[config.mk]
export PLATFORM = sky130hd
export DESIGN_NAME = evt_interrupt
export DESIGN_NICKNAME = d
export VERILOG_FILES = /design/src/evt_pkg.sv /design/src/evt_interrupt.sv /design/src/evt_frame_timer.sv
export SDC_FILE = /design/constraint.sdc
export NUM_CORES = 1
export LEC_CHECK = 0
export BUFFER_PORTS_ARGS = -buffer_cell sky130_fd_sc_hd__buf_2
export CAP_MARGIN = 5
export CORE_ASPECT_RATIO = 0.75
export CORE_UTILIZATION = 41
export CTS_BUF_LIST = sky130_fd_sc_hd__clkbuf_4
export CTS_CLUSTER_DIAMETER = 100
export DETAILED_ROUTE_END_ITERATION = 12
export PLACE_DENSITY = 0.85
export REMOVE_ABC_BUFFERS = 1
export SETUP_SLACK_MARGIN = 0.15
export SLEW_MARGIN = 15
export SYNTH_ARGS = -nofsm -noshare
export SYNTH_HDL_FRONTEND = slang
export SYNTH_HIERARCHICAL = 1
export SYNTH_SLANG_ARGS = --single-unit
[constraint.sdc]
create_clock -name mclk -period 3.36 [get_ports mclk]
set_clock_uncertainty 0.05 [all_clocks]
set_input_delay 0.168 -clock mclk [delete_from_list [all_inputs] [get_ports mclk]]
set_output_delay 0.168 -clock mclk [all_outputs]
set_load 0.01 [all_outputs]
[src/evt_pkg.sv]
// Purpose: shared constants and carriers for the subscriber event interrupt logic
// Assumes: single clock mclk at 40 MHz, synchronous active-high reset
// Notes: host port addresses follow the direct register map
package evt_pkg;
   localparam int CLK_MHZ = 40;
   localparam int FRAME_US = 125;
   localparam int FRAME_CYC = FRAME_US * CLK_MHZ;
   localparam logic [2:0] ADDR_SUMMARY = 3'h0;
   localparam logic [2:0] ADDR_DATA = 3'h1;
   localparam logic [7:0] SUMMARY_RST = 8'h00;
   localparam logic [7:0] SETUP_RST = 8'h00;
   localparam int SB_DTX = 0;
   localparam int SB_DRX = 1;
   localparam int SB_DSTAT = 2;
   localparam int SB_DERR = 3;
   localparam int SB_BCH = 4;
   localparam int SB_LINE = 5;
   localparam int SB_DSTAT2 = 6;
   localparam int SB_MFPP = 7;
   localparam int SETUP_INT_DIS = 2;
   localparam int SETUP_RX_ABORT = 6;
   localparam int SETUP_TX_ABORT = 7;

   // raw source status from the units
   typedef struct packed {
      logic dtx_thresh;
      logic drx_thresh;
      logic bch_ready;
      logic [7:0] dlink_status_one;
      logic [7:0] dlink_status_two;
      logic [7:0] dlink_error_register;
      logic [7:0] line_unit_status;
      logic [7:0] multiframe_status;
      logic [7:0] peripheral_port_status;
   } src_s;

   // mask registers held in the units
   typedef struct packed {
      logic [7:0] dlink_mask_one;
      logic [7:0] dlink_mask_two;
      logic [7:0] dlink_mask_three;
      logic [7:0] line_unit_mask;
      logic [7:0] mux_control_four;
      logic [7:0] multiframe_control;
      logic [7:0] peripheral_port_enable;
      logic [7:0] extended_feature_ctrl;
   } mask_s;
endpackage

[src/evt_interrupt.sv]
// Purpose: event summary register, interrupt pin and abort commands
// Assumes: host strobes arrive from pins and are synchronised here
// Notes: setup register written through a plain port from the indirect decoder
module evt_interrupt
   import evt_pkg::*;
#(
   parameter int FRAME_PERIOD = FRAME_CYC
) (
   // clock and reset
   input wire logic mclk,
   input wire logic sys_rst,
   // host port pins
   input wire logic [2:0] host_addr_lines,
   input wire logic rd_n,
   input wire logic wr_n,
   input wire logic cs_n,
   output logic [7:0] host_data_out,
   output logic host_data_oe,
   output logic int_n,
   // global setup register from the indirect decoder
   input wire logic [7:0] setup_wdata,
   input wire logic setup_we,
   output logic [7:0] setup_r,
   // unit status and masks
   input wire src_s src,
   input wire mask_s msk,
   // status read in progress toward the units
   output logic status_freeze,
   // abort commands to the link controller
   output logic rx_abort,
   output logic tx_abort
);
   // ==========================================
   // pin synchronisers
   logic [1:0] rd_s_r, cs_s_r, wr_s_r;
   logic [2:0] addr_s1_r, addr_r;

   always_ff @(posedge mclk) begin
      if (sys_rst) begin
         rd_s_r <= 2'h3;
         cs_s_r <= 2'h3;
         wr_s_r <= 2'h3;
         addr_s1_r <= 3'h0;
         addr_r <= 3'h0;
      end else begin
         rd_s_r <= {rd_s_r[0], rd_n};
         cs_s_r <= {cs_s_r[0], cs_n};
         wr_s_r <= {wr_s_r[0], wr_n};
         addr_s1_r <= host_addr_lines;
         addr_r <= addr_s1_r;
      end
   end

   // both strobes low is illegal; such a cycle is not taken as a read
   logic rd_act, rd_prev_r, sum_read, sum_read_end;
   assign rd_act = !rd_s_r[1] && !cs_s_r[1] && wr_s_r[1];
   assign sum_read = rd_act && addr_r == ADDR_SUMMARY;
   assign status_freeze = rd_act && addr_r != ADDR_DATA;

   always_ff @(posedge mclk) begin
      if (sys_rst) begin
         rd_prev_r <= 1'b0;
      end else begin
         rd_prev_r <= sum_read;
      end
   end
   assign sum_read_end = rd_prev_r && !sum_read;

   // ==========================================
   // masked sources
   function automatic logic any_set(input logic [7:0] v, input logic [7:0] m);
      any_set = |(v & m);
   endfunction

   logic [7:0] live;
   always_comb begin
      live = 8'h00;
      live[SB_DTX] = src.dtx_thresh && msk.dlink_mask_one[0];
      live[SB_DRX] = src.drx_thresh && msk.dlink_mask_one[1];
      live[SB_DSTAT] = (src.dlink_status_one[0] && msk.dlink_mask_three[0]) ||
         (src.dlink_status_one[1] && msk.dlink_mask_one[3]) ||
         (src.dlink_status_one[6] && msk.dlink_mask_three[1]);
      live[SB_DERR] = any_set(src.dlink_error_register, msk.dlink_mask_two) ||
         (src.dlink_status_two[2] && msk.dlink_mask_three[6]);
      live[SB_BCH] = src.bch_ready && msk.mux_control_four[3];
      live[SB_LINE] = any_set({src.line_unit_status[7], src.line_unit_status[5:3], 4'h0},
         {msk.line_unit_mask[5], msk.line_unit_mask[4], msk.line_unit_mask[6],
         msk.line_unit_mask[3], 4'h0});
      live[SB_DSTAT2] = any_set({src.dlink_status_two[4:3], src.dlink_status_two[1:0], 4'h0},
         {msk.dlink_mask_three[5:2], 4'h0}) ||
         (src.dlink_status_two[7] && msk.extended_feature_ctrl[1]);
      live[SB_MFPP] = msk.peripheral_port_enable[7] &&
         (any_set(src.multiframe_status, {msk.multiframe_control[3:1], 5'h00}) ||
         any_set({1'b0, src.peripheral_port_status[6:0]},
         {1'b0, msk.peripheral_port_enable[6:0]}));
   end

   // ==========================================
   // summary register and pending hold
   logic [7:0] summary_r, held_r;

   // sticky; a read clears and defers new events to after the read
   always_ff @(posedge mclk) begin
      if (sys_rst) begin
         summary_r <= SUMMARY_RST;
         held_r <= SUMMARY_RST;
      end else if (sum_read) begin
         held_r <= held_r | live;
      end else if (sum_read_end) begin
         summary_r <= held_r | live;
         held_r <= SUMMARY_RST;
      end else begin
         summary_r <= summary_r | live;
      end
   end

   // read data captured at start of read
   always_ff @(posedge mclk) begin
      if (sys_rst) begin
         host_data_out <= 8'h00;
      end else if (sum_read && !rd_prev_r) begin
         host_data_out <= summary_r;
      end
   end
   assign host_data_oe = sum_read;

   // ==========================================
   // setup register
   always_ff @(posedge mclk) begin
      if (sys_rst) begin
         setup_r <= SETUP_RST;
      end else if (setup_we) begin
         setup_r <= setup_wdata;
      end
   end
   assign rx_abort = setup_r[SETUP_RX_ABORT];
   assign tx_abort = setup_r[SETUP_TX_ABORT];

   // ==========================================
   // interrupt pin, one assertion per frame
   logic tick, int_r, fired_r;

   evt_frame_timer #(.PERIOD(FRAME_PERIOD)) u_timer (
      .mclk(mclk),
      .sys_rst(sys_rst),
      .tick(tick)
   );

   always_ff @(posedge mclk) begin
      if (sys_rst) begin
         int_r <= 1'b0;
         fired_r <= 1'b0;
      end else begin
         if (tick) begin
            fired_r <= 1'b0;
         end
         // summary still holds the old byte in the cycle the read ends
         if (sum_read) begin
            int_r <= 1'b0;
         end else if (!int_r && !fired_r && !tick && |summary_r && !sum_read_end &&
               !setup_r[SETUP_INT_DIS]) begin
            int_r <= 1'b1;
            fired_r <= 1'b1;
         end
      end
   end
   // disable masks the pin and blocks new assertions; a pending assertion stays until read
   assign int_n = !(int_r && !setup_r[SETUP_INT_DIS]);

   // ==========================================
   // frame budget watch for the checks below
   logic int_d_r, int_rise;
   logic [1:0] rises_r;

   always_ff @(posedge mclk) begin
      if (sys_rst) begin
         int_d_r <= 1'b0;
      end else begin
         int_d_r <= int_r;
      end
   end
   assign int_rise = int_r && !int_d_r;

   // saturates so a runaway pin still trips the check
   always_ff @(posedge mclk) begin
      if (sys_rst || tick) begin
         rises_r <= 2'h0;
      end else if (int_rise && rises_r != 2'h3) begin
         rises_r <= rises_r + 2'h1;
      end
   end

   // ==========================================
   // checks
   // reset
   a_int_after_reset: assert property (@(posedge mclk)
      sys_rst |=> int_n) else $error("int not high after reset");
   a_reset_clears: assert property (@(posedge mclk)
      sys_rst |=> (summary_r == SUMMARY_RST && held_r == SUMMARY_RST && !int_r))
      else $error("pending state survives reset");

   // read and clear
   a_read_releases_int: assert property (@(posedge mclk) disable iff (sys_rst)
      sum_read |=> int_n) else $error("int stays low after read");
   a_int_holds: assert property (@(posedge mclk) disable iff (sys_rst)
      (int_r && !sum_read) |=> int_r) else $error("int dropped without read");
   a_no_stale_int: assert property (@(posedge mclk) disable iff (sys_rst)
      sum_read_end |=> !int_r) else $error("int raised from cleared summary");
   a_read_clears: assert property (@(posedge mclk) disable iff (sys_rst)
      (sum_read_end && held_r == SUMMARY_RST && live == 8'h00) |=> summary_r == SUMMARY_RST)
      else $error("summary not cleared by read");
   a_data_capture: assert property (@(posedge mclk) disable iff (sys_rst)
      (sum_read && !rd_prev_r) |=> host_data_out == $past(summary_r))
      else $error("read data not the summary");

   // frame budget and pin
   a_one_per_frame: assert property (@(posedge mclk) disable iff (sys_rst)
      int_rise |-> rises_r == 2'h0) else $error("second int in frame");
   a_int_source: assert property (@(posedge mclk) disable iff (sys_rst)
      int_rise |-> $past(|summary_r && !setup_r[SETUP_INT_DIS]))
      else $error("int without enabled summary");
   a_disable_pin: assert property (@(posedge mclk) disable iff (sys_rst)
      setup_r[SETUP_INT_DIS] |-> int_n) else $error("int with pin disabled");

   // abort commands
   a_abort_follow: assert property (@(posedge mclk) disable iff (sys_rst)
      (setup_we && setup_wdata[SETUP_TX_ABORT]) |=> tx_abort)
      else $error("tx abort not issued");
   a_rx_abort_follow: assert property (@(posedge mclk) disable iff (sys_rst)
      (setup_we && setup_wdata[SETUP_RX_ABORT]) |=> rx_abort)
      else $error("rx abort not issued");
   a_abort_drop: assert property (@(posedge mclk) disable iff (sys_rst)
      (setup_we && !setup_wdata[SETUP_TX_ABORT] && !setup_wdata[SETUP_RX_ABORT]) |=>
      (!tx_abort && !rx_abort)) else $error("abort stays after clear");

   // hold and freeze
   a_held_applied: assert property (@(posedge mclk) disable iff (sys_rst)
      (sum_read_end && |held_r) |=> |summary_r) else $error("held event lost");
   a_held_capture: assert property (@(posedge mclk) disable iff (sys_rst)
      (sum_read && |live) |=> |held_r) else $error("event during read not held");
   a_frozen_summary: assert property (@(posedge mclk) disable iff (sys_rst)
      sum_read |=> $stable(summary_r)) else $error("summary moved during read");
   a_freeze_read: assert property (@(posedge mclk) disable iff (sys_rst)
      sum_read |-> status_freeze) else $error("no freeze on read");

   // source gating
   a_bit7_gate: assert property (@(posedge mclk) disable iff (sys_rst)
      !msk.peripheral_port_enable[7] |-> !live[SB_MFPP]) else $error("bit7 not masked");
   a_no_mask_quiet: assert property (@(posedge mclk) disable iff (sys_rst)
      (msk == '0) |-> live == 8'h00) else $error("source live with all masks off");
   a_dtx_gate: assert property (@(posedge mclk) disable iff (sys_rst)
      !msk.dlink_mask_one[0] |-> !live[SB_DTX]) else $error("tx threshold not masked");
   a_drx_gate: assert property (@(posedge mclk) disable iff (sys_rst)
      !msk.dlink_mask_one[1] |-> !live[SB_DRX]) else $error("rx threshold not masked");
   a_bch_gate: assert property (@(posedge mclk) disable iff (sys_rst)
      !msk.mux_control_four[3] |-> !live[SB_BCH]) else $error("b channel not masked");
   a_line_gate: assert property (@(posedge mclk) disable iff (sys_rst)
      (msk.line_unit_mask == 8'h00) |-> !live[SB_LINE]) else $error("line status not masked");
   a_dstat2_gate: assert property (@(posedge mclk) disable iff (sys_rst)
      (msk.dlink_mask_three[5:2] == 4'h0 && !msk.extended_feature_ctrl[1]) |-> !live[SB_DSTAT2])
      else $error("dlink status two not masked");

   // every summary bit follows only its enabled source
   for (genvar gi = 0; gi < $bits(live); gi++) begin : g_sticky
      a_live_sticky: assert property (@(posedge mclk) disable iff (sys_rst)
         (live[gi] && !sum_read && !sum_read_end) |=> summary_r[gi])
         else $error("event lost from summary");
      a_only_live: assert property (@(posedge mclk) disable iff (sys_rst)
         $rose(summary_r[gi]) |-> $past(live[gi] || held_r[gi]))
         else $error("summary bit without source");
   end

   c_int_fire: cover property (@(posedge mclk) $rose(int_r));
   c_read_clear: cover property (@(posedge mclk) sum_read ##1 !sum_read);
   c_held_event: cover property (@(posedge mclk) sum_read && |live);
   c_pin_disabled: cover property (@(posedge mclk) setup_r[SETUP_INT_DIS] && |summary_r);
   c_two_frames: cover property (@(posedge mclk) int_rise ##[1:60] int_rise);
endmodule

[src/evt_frame_timer.sv]
// Purpose: free-running frame period timer, one-cycle tick per frame
// Assumes: mclk at the rate given in the package
// Notes: period is a parameter so simulation may shorten it
module evt_frame_timer
   import evt_pkg::*;
#(
   parameter int PERIOD = FRAME_CYC
) (
   // clock and reset
   input wire logic mclk,
   input wire logic sys_rst,
   // tick out
   output logic tick
);
   logic [15:0] cnt_r;

   always_ff @(posedge mclk) begin
      if (sys_rst || cnt_r == 16'(PERIOD - 1)) begin
         cnt_r <= 16'h0000;
      end else begin
         cnt_r <= cnt_r + 16'h0001;
      end
   end

   assign tick = (cnt_r == 16'(PERIOD - 1));
endmodule

==> impl_metrics.yaml <==
placement:
  port_buffers: 106
  routabilityCongestion: 0.834
  dp_hpwl_um: 4310
  dpl_cell_area_sq_um: 3160
sta:
  rsz0062_at_grt: "false"
  setup_tns_ns: 0
  setup_violations: 0
  hold_ws_ns: 0.0477
  period_minus_slack_ns: 2.40
  hold_violations: 0
  tightestPinTransition_ns: 0.826
  max-slew-margin-rel_pct: 44.9
  fin_crit_sh_pct: 71.5
  fmax_mhz: 416
  maxSlewViolCount: 0
logic_synthesis:
  synth_seq_cells: 63
  synthFlopType: "dfxtp_1"
  synth_area_sq_um: 2640
  ys_top_cells_by_area: "dfxtp_1 48%, nor2_1 5.1%, a22oi_1 4.0%, xnor2_1 4.0%, a21oi_1 3.0%"
  synthDominantCellAreaShare_pct: 47.8
  synth_cells: 289
  synth-edff-count: 0
  yosysTopAreaCell: "dfxtp_1"
  syn_avg_cell_area_sq_um: 9.14
  yosys_warnings: 6
  async_flop_share_pct: 0
  seq_area_frac_synth_pct: 47.8
  ys_types: 46
layout:
  final_util_pct: 57.5
  area_growth_pct: 30.8
  n_antenna_cell: 0
  fin_area_sq_um: 3450
  drive_above_1_share_pct: 32.1
  nFillCells: 527
  multiInputGateArea_sq_um: 1230
  final_nets: 545
  ff_latch_area_sq_um: 1260
setup_path:
  cp_top_family: "simple AND/OR/NAND/NOR gates"
  worst-path-stages: 6
  timing.critical_path.buf_inv: 2
  cp-endpoint: "held_r[0]$_SDFFE_PP0P_"
  crit_path_start: "addr_r[1]$_SDFF_PP0_"
  cp_cell_sequence: "or3_1 -> or2_1 -> inv_6 -> a32oi_1 -> dlygate4sd3_1 -> nor2_1"
  cp-start-kind: "flop"
  worstPathRequired_ns: 3.64
  cp_slowest_stage_delay_ns: 0.62
  cp_max_fo: 19
  r2r_setup_slack_ns: 0.96
  crit_type: "flop to flop"
  crit-reg2reg-launch: "addr_r[1]$_SDFF_PP0_"
  reg2reg_depth: 6
  r2r-end: "held_r[0]$_SDFFE_PP0P_"
  worstSetupEndpointType: "flop"
  worst_ep_arrival_time_ns: 2.68
  cp_slowest_cell: "dlygate4sd3_1"
global_route:
  grt_max_degree: 50
  grt_pass1_vias: 2426
  grt_overflow_total: 0
  track_usage_pct: 20.2
  grt_pass1_wl_um: 10300
  antenna_found_initial: 0
die:
  die_x_um: 94.7
  die_area_sq_um: 6770
  rows: 24
  ios: 153
  die_h_um: 71.5
  start_util_pct: 44.0
  coreArea_sq_um: 6010
clock_network:
  numCtsBuffers: 9
  htree_num_levels: 3
  clockBufferDepth: 2
  tritoncts: "yes"
  clock-sinks: 63
  insertion_delay_ns: 0.40
  postCtsSetupRepairBufs: 0
  clk_pin_slew_ns: 0.10
  cts_root_buffer: "clkbuf_4"
pwr:
  vdd_drop_max_mv: 0.186
  cellLeakagePower_uw: 0.00147
  pwr_density_cell_nw_per_um2: 391
detailed_routing:
  drtIter0Drc: 167
  via_per_inst: 5.12
  wl_um: 6230
  drc: 0
  postRouteAntennaNets: 0
  wl_met1_um: 2620
  routedWlPerCell_um: 12.7
  drtPass1Iterations: 4
  vias: 2517
  wl_met3_um: 482
  top_layer: "met4"
  dr_wl_met2_um: 3050
hold_path:
  hp-class: "input port to flop"
job:
  max-cap-violations: 0
outcome:
  status: "finished clean"
==> metal layers <==
layer  global-route usage (%)  up-vias
li1                         -     1266
met1                     21.8     1128
met2                     35.3      114
met3                     8.07        9
met4                     8.59        0
met5                        0        -
==> area by class of cell <==
class,count,area share (%)
clock inverters,4,0.435
inverters,11,1.34
repair buffers,126,21.2
clock buffers,10,2.17
multi-input cells,200,35.5
well taps,78,2.83
flip-flops and latches,63,36.5
==> registers in the layout (all words and copies together), names as in the netlist <==
name,flops
addr_r,3
addr_s1_r,3
cs_s_r,2
fired_r,1
held_r,8
host_data_out,8
int_r,1
rd_prev_r,1
rd_s_r,2
setup_r,8
summary_r,8
u_timer/cnt_r,16
wr_s_r,2
==> logic make-up (layout without fill, tap and decap cells) <==
kind of cell	after synthesis	after routing	share of synthesized area, %
AO/OA/AOI/OAI	64	64	15.9
XOR/XNOR	13	13	4.31
adder cells (fa/ha/maj)	2	2	0.948
buffers and inverters	26	151	5.73
flip-flops	63	63	47.8
multiplexers	8	8	3.03
AND/OR/NAND/NOR	113	113	22.3
==> synth_stat cells (3+ instances only) <==
cell / n
a211oi_1: 6
a21o_1: 3
a21oi_1: 16
a22oi_1: 14
a32oi_1: 3
buf_6: 4
clkbuf_1: 8
dfxtp_1: 63
inv_1: 10
mux2i_1: 8
nand2_1: 18
nand3_1: 8
nand4_1: 5
nor2_1: 36
nor2b_1: 6
nor3_1: 9
nor4_1: 9
o21ai_0: 8
o21ai_1: 5
or2_2: 6
xnor2_1: 12
==> worst register-to-register path, stage by stage (launching register included) <==
cell           delay (ns)
dfxtp_1              0.32
or3_1                0.42
or2_1                0.50
inv_6                0.22
a32oi_1              0.12
dlygate4sd3_1        0.62
nor2_1               0.09
==> placed cells by master (no fill, tap or decap), drive strengths merged, types with 11 or more instances in the layout <==
master / synthesis / routed
a21oi: 16 / 16
nor3: 11 / 11
nand2: 18 / 18
dlygate4sd3: 0 / 20
o21ai: 14 / 14
buf: 7 / 106
inv: 11 / 11
xnor2: 12 / 12
dfxtp: 63 / 63
a22oi: 14 / 14
nor2: 37 / 37
==> what timing repair did <==
action | in CTS | in global routing
endpoints found under the hold margin | 19 | 0
gates resized for setup | 0 | 0
hold buffers | 20 | 0
==> metrics by stage <==
stage                     worst slack [ns]  cells  total power (uW)
final                                0.956    492              1350
after global routing                 0.847    492              1420
after CTS                            0.999    492              1370
after detailed placement              1.10    458               968
after global placement                1.16    458               959
after floorplan                       1.41    274               881
==> where the power goes <==
part / switching (uW) / internal [uW] / total [uW]
registers: 19.6 / 776 / 795
clock network: 242 / 143 / 385
logic: 74.5 / 96.3 / 171
==> worst min-delay path by stage <==
stage	start	to	slack (ns)	cells after the start
finish	src[48]	held_r[4]$_SDFFE_PP0P_	0.05	3
global placement	rd_n	rd_s_r[0]$_SDFF_PP1_	0.30	2
detailed placement	wr_n	wr_s_r[0]$_SDFF_PP1_	0.31	2
global route	src[49]	summary_r[1]$_SDFFE_PP0N_	0.03	3
CTS	src[48]	held_r[4]$_SDFFE_PP0P_	0.003	3
floorplan	sys_rst	held_r[2]$_SDFFE_PP0P_	0.18	1
(Power assumes the default switching activity.)
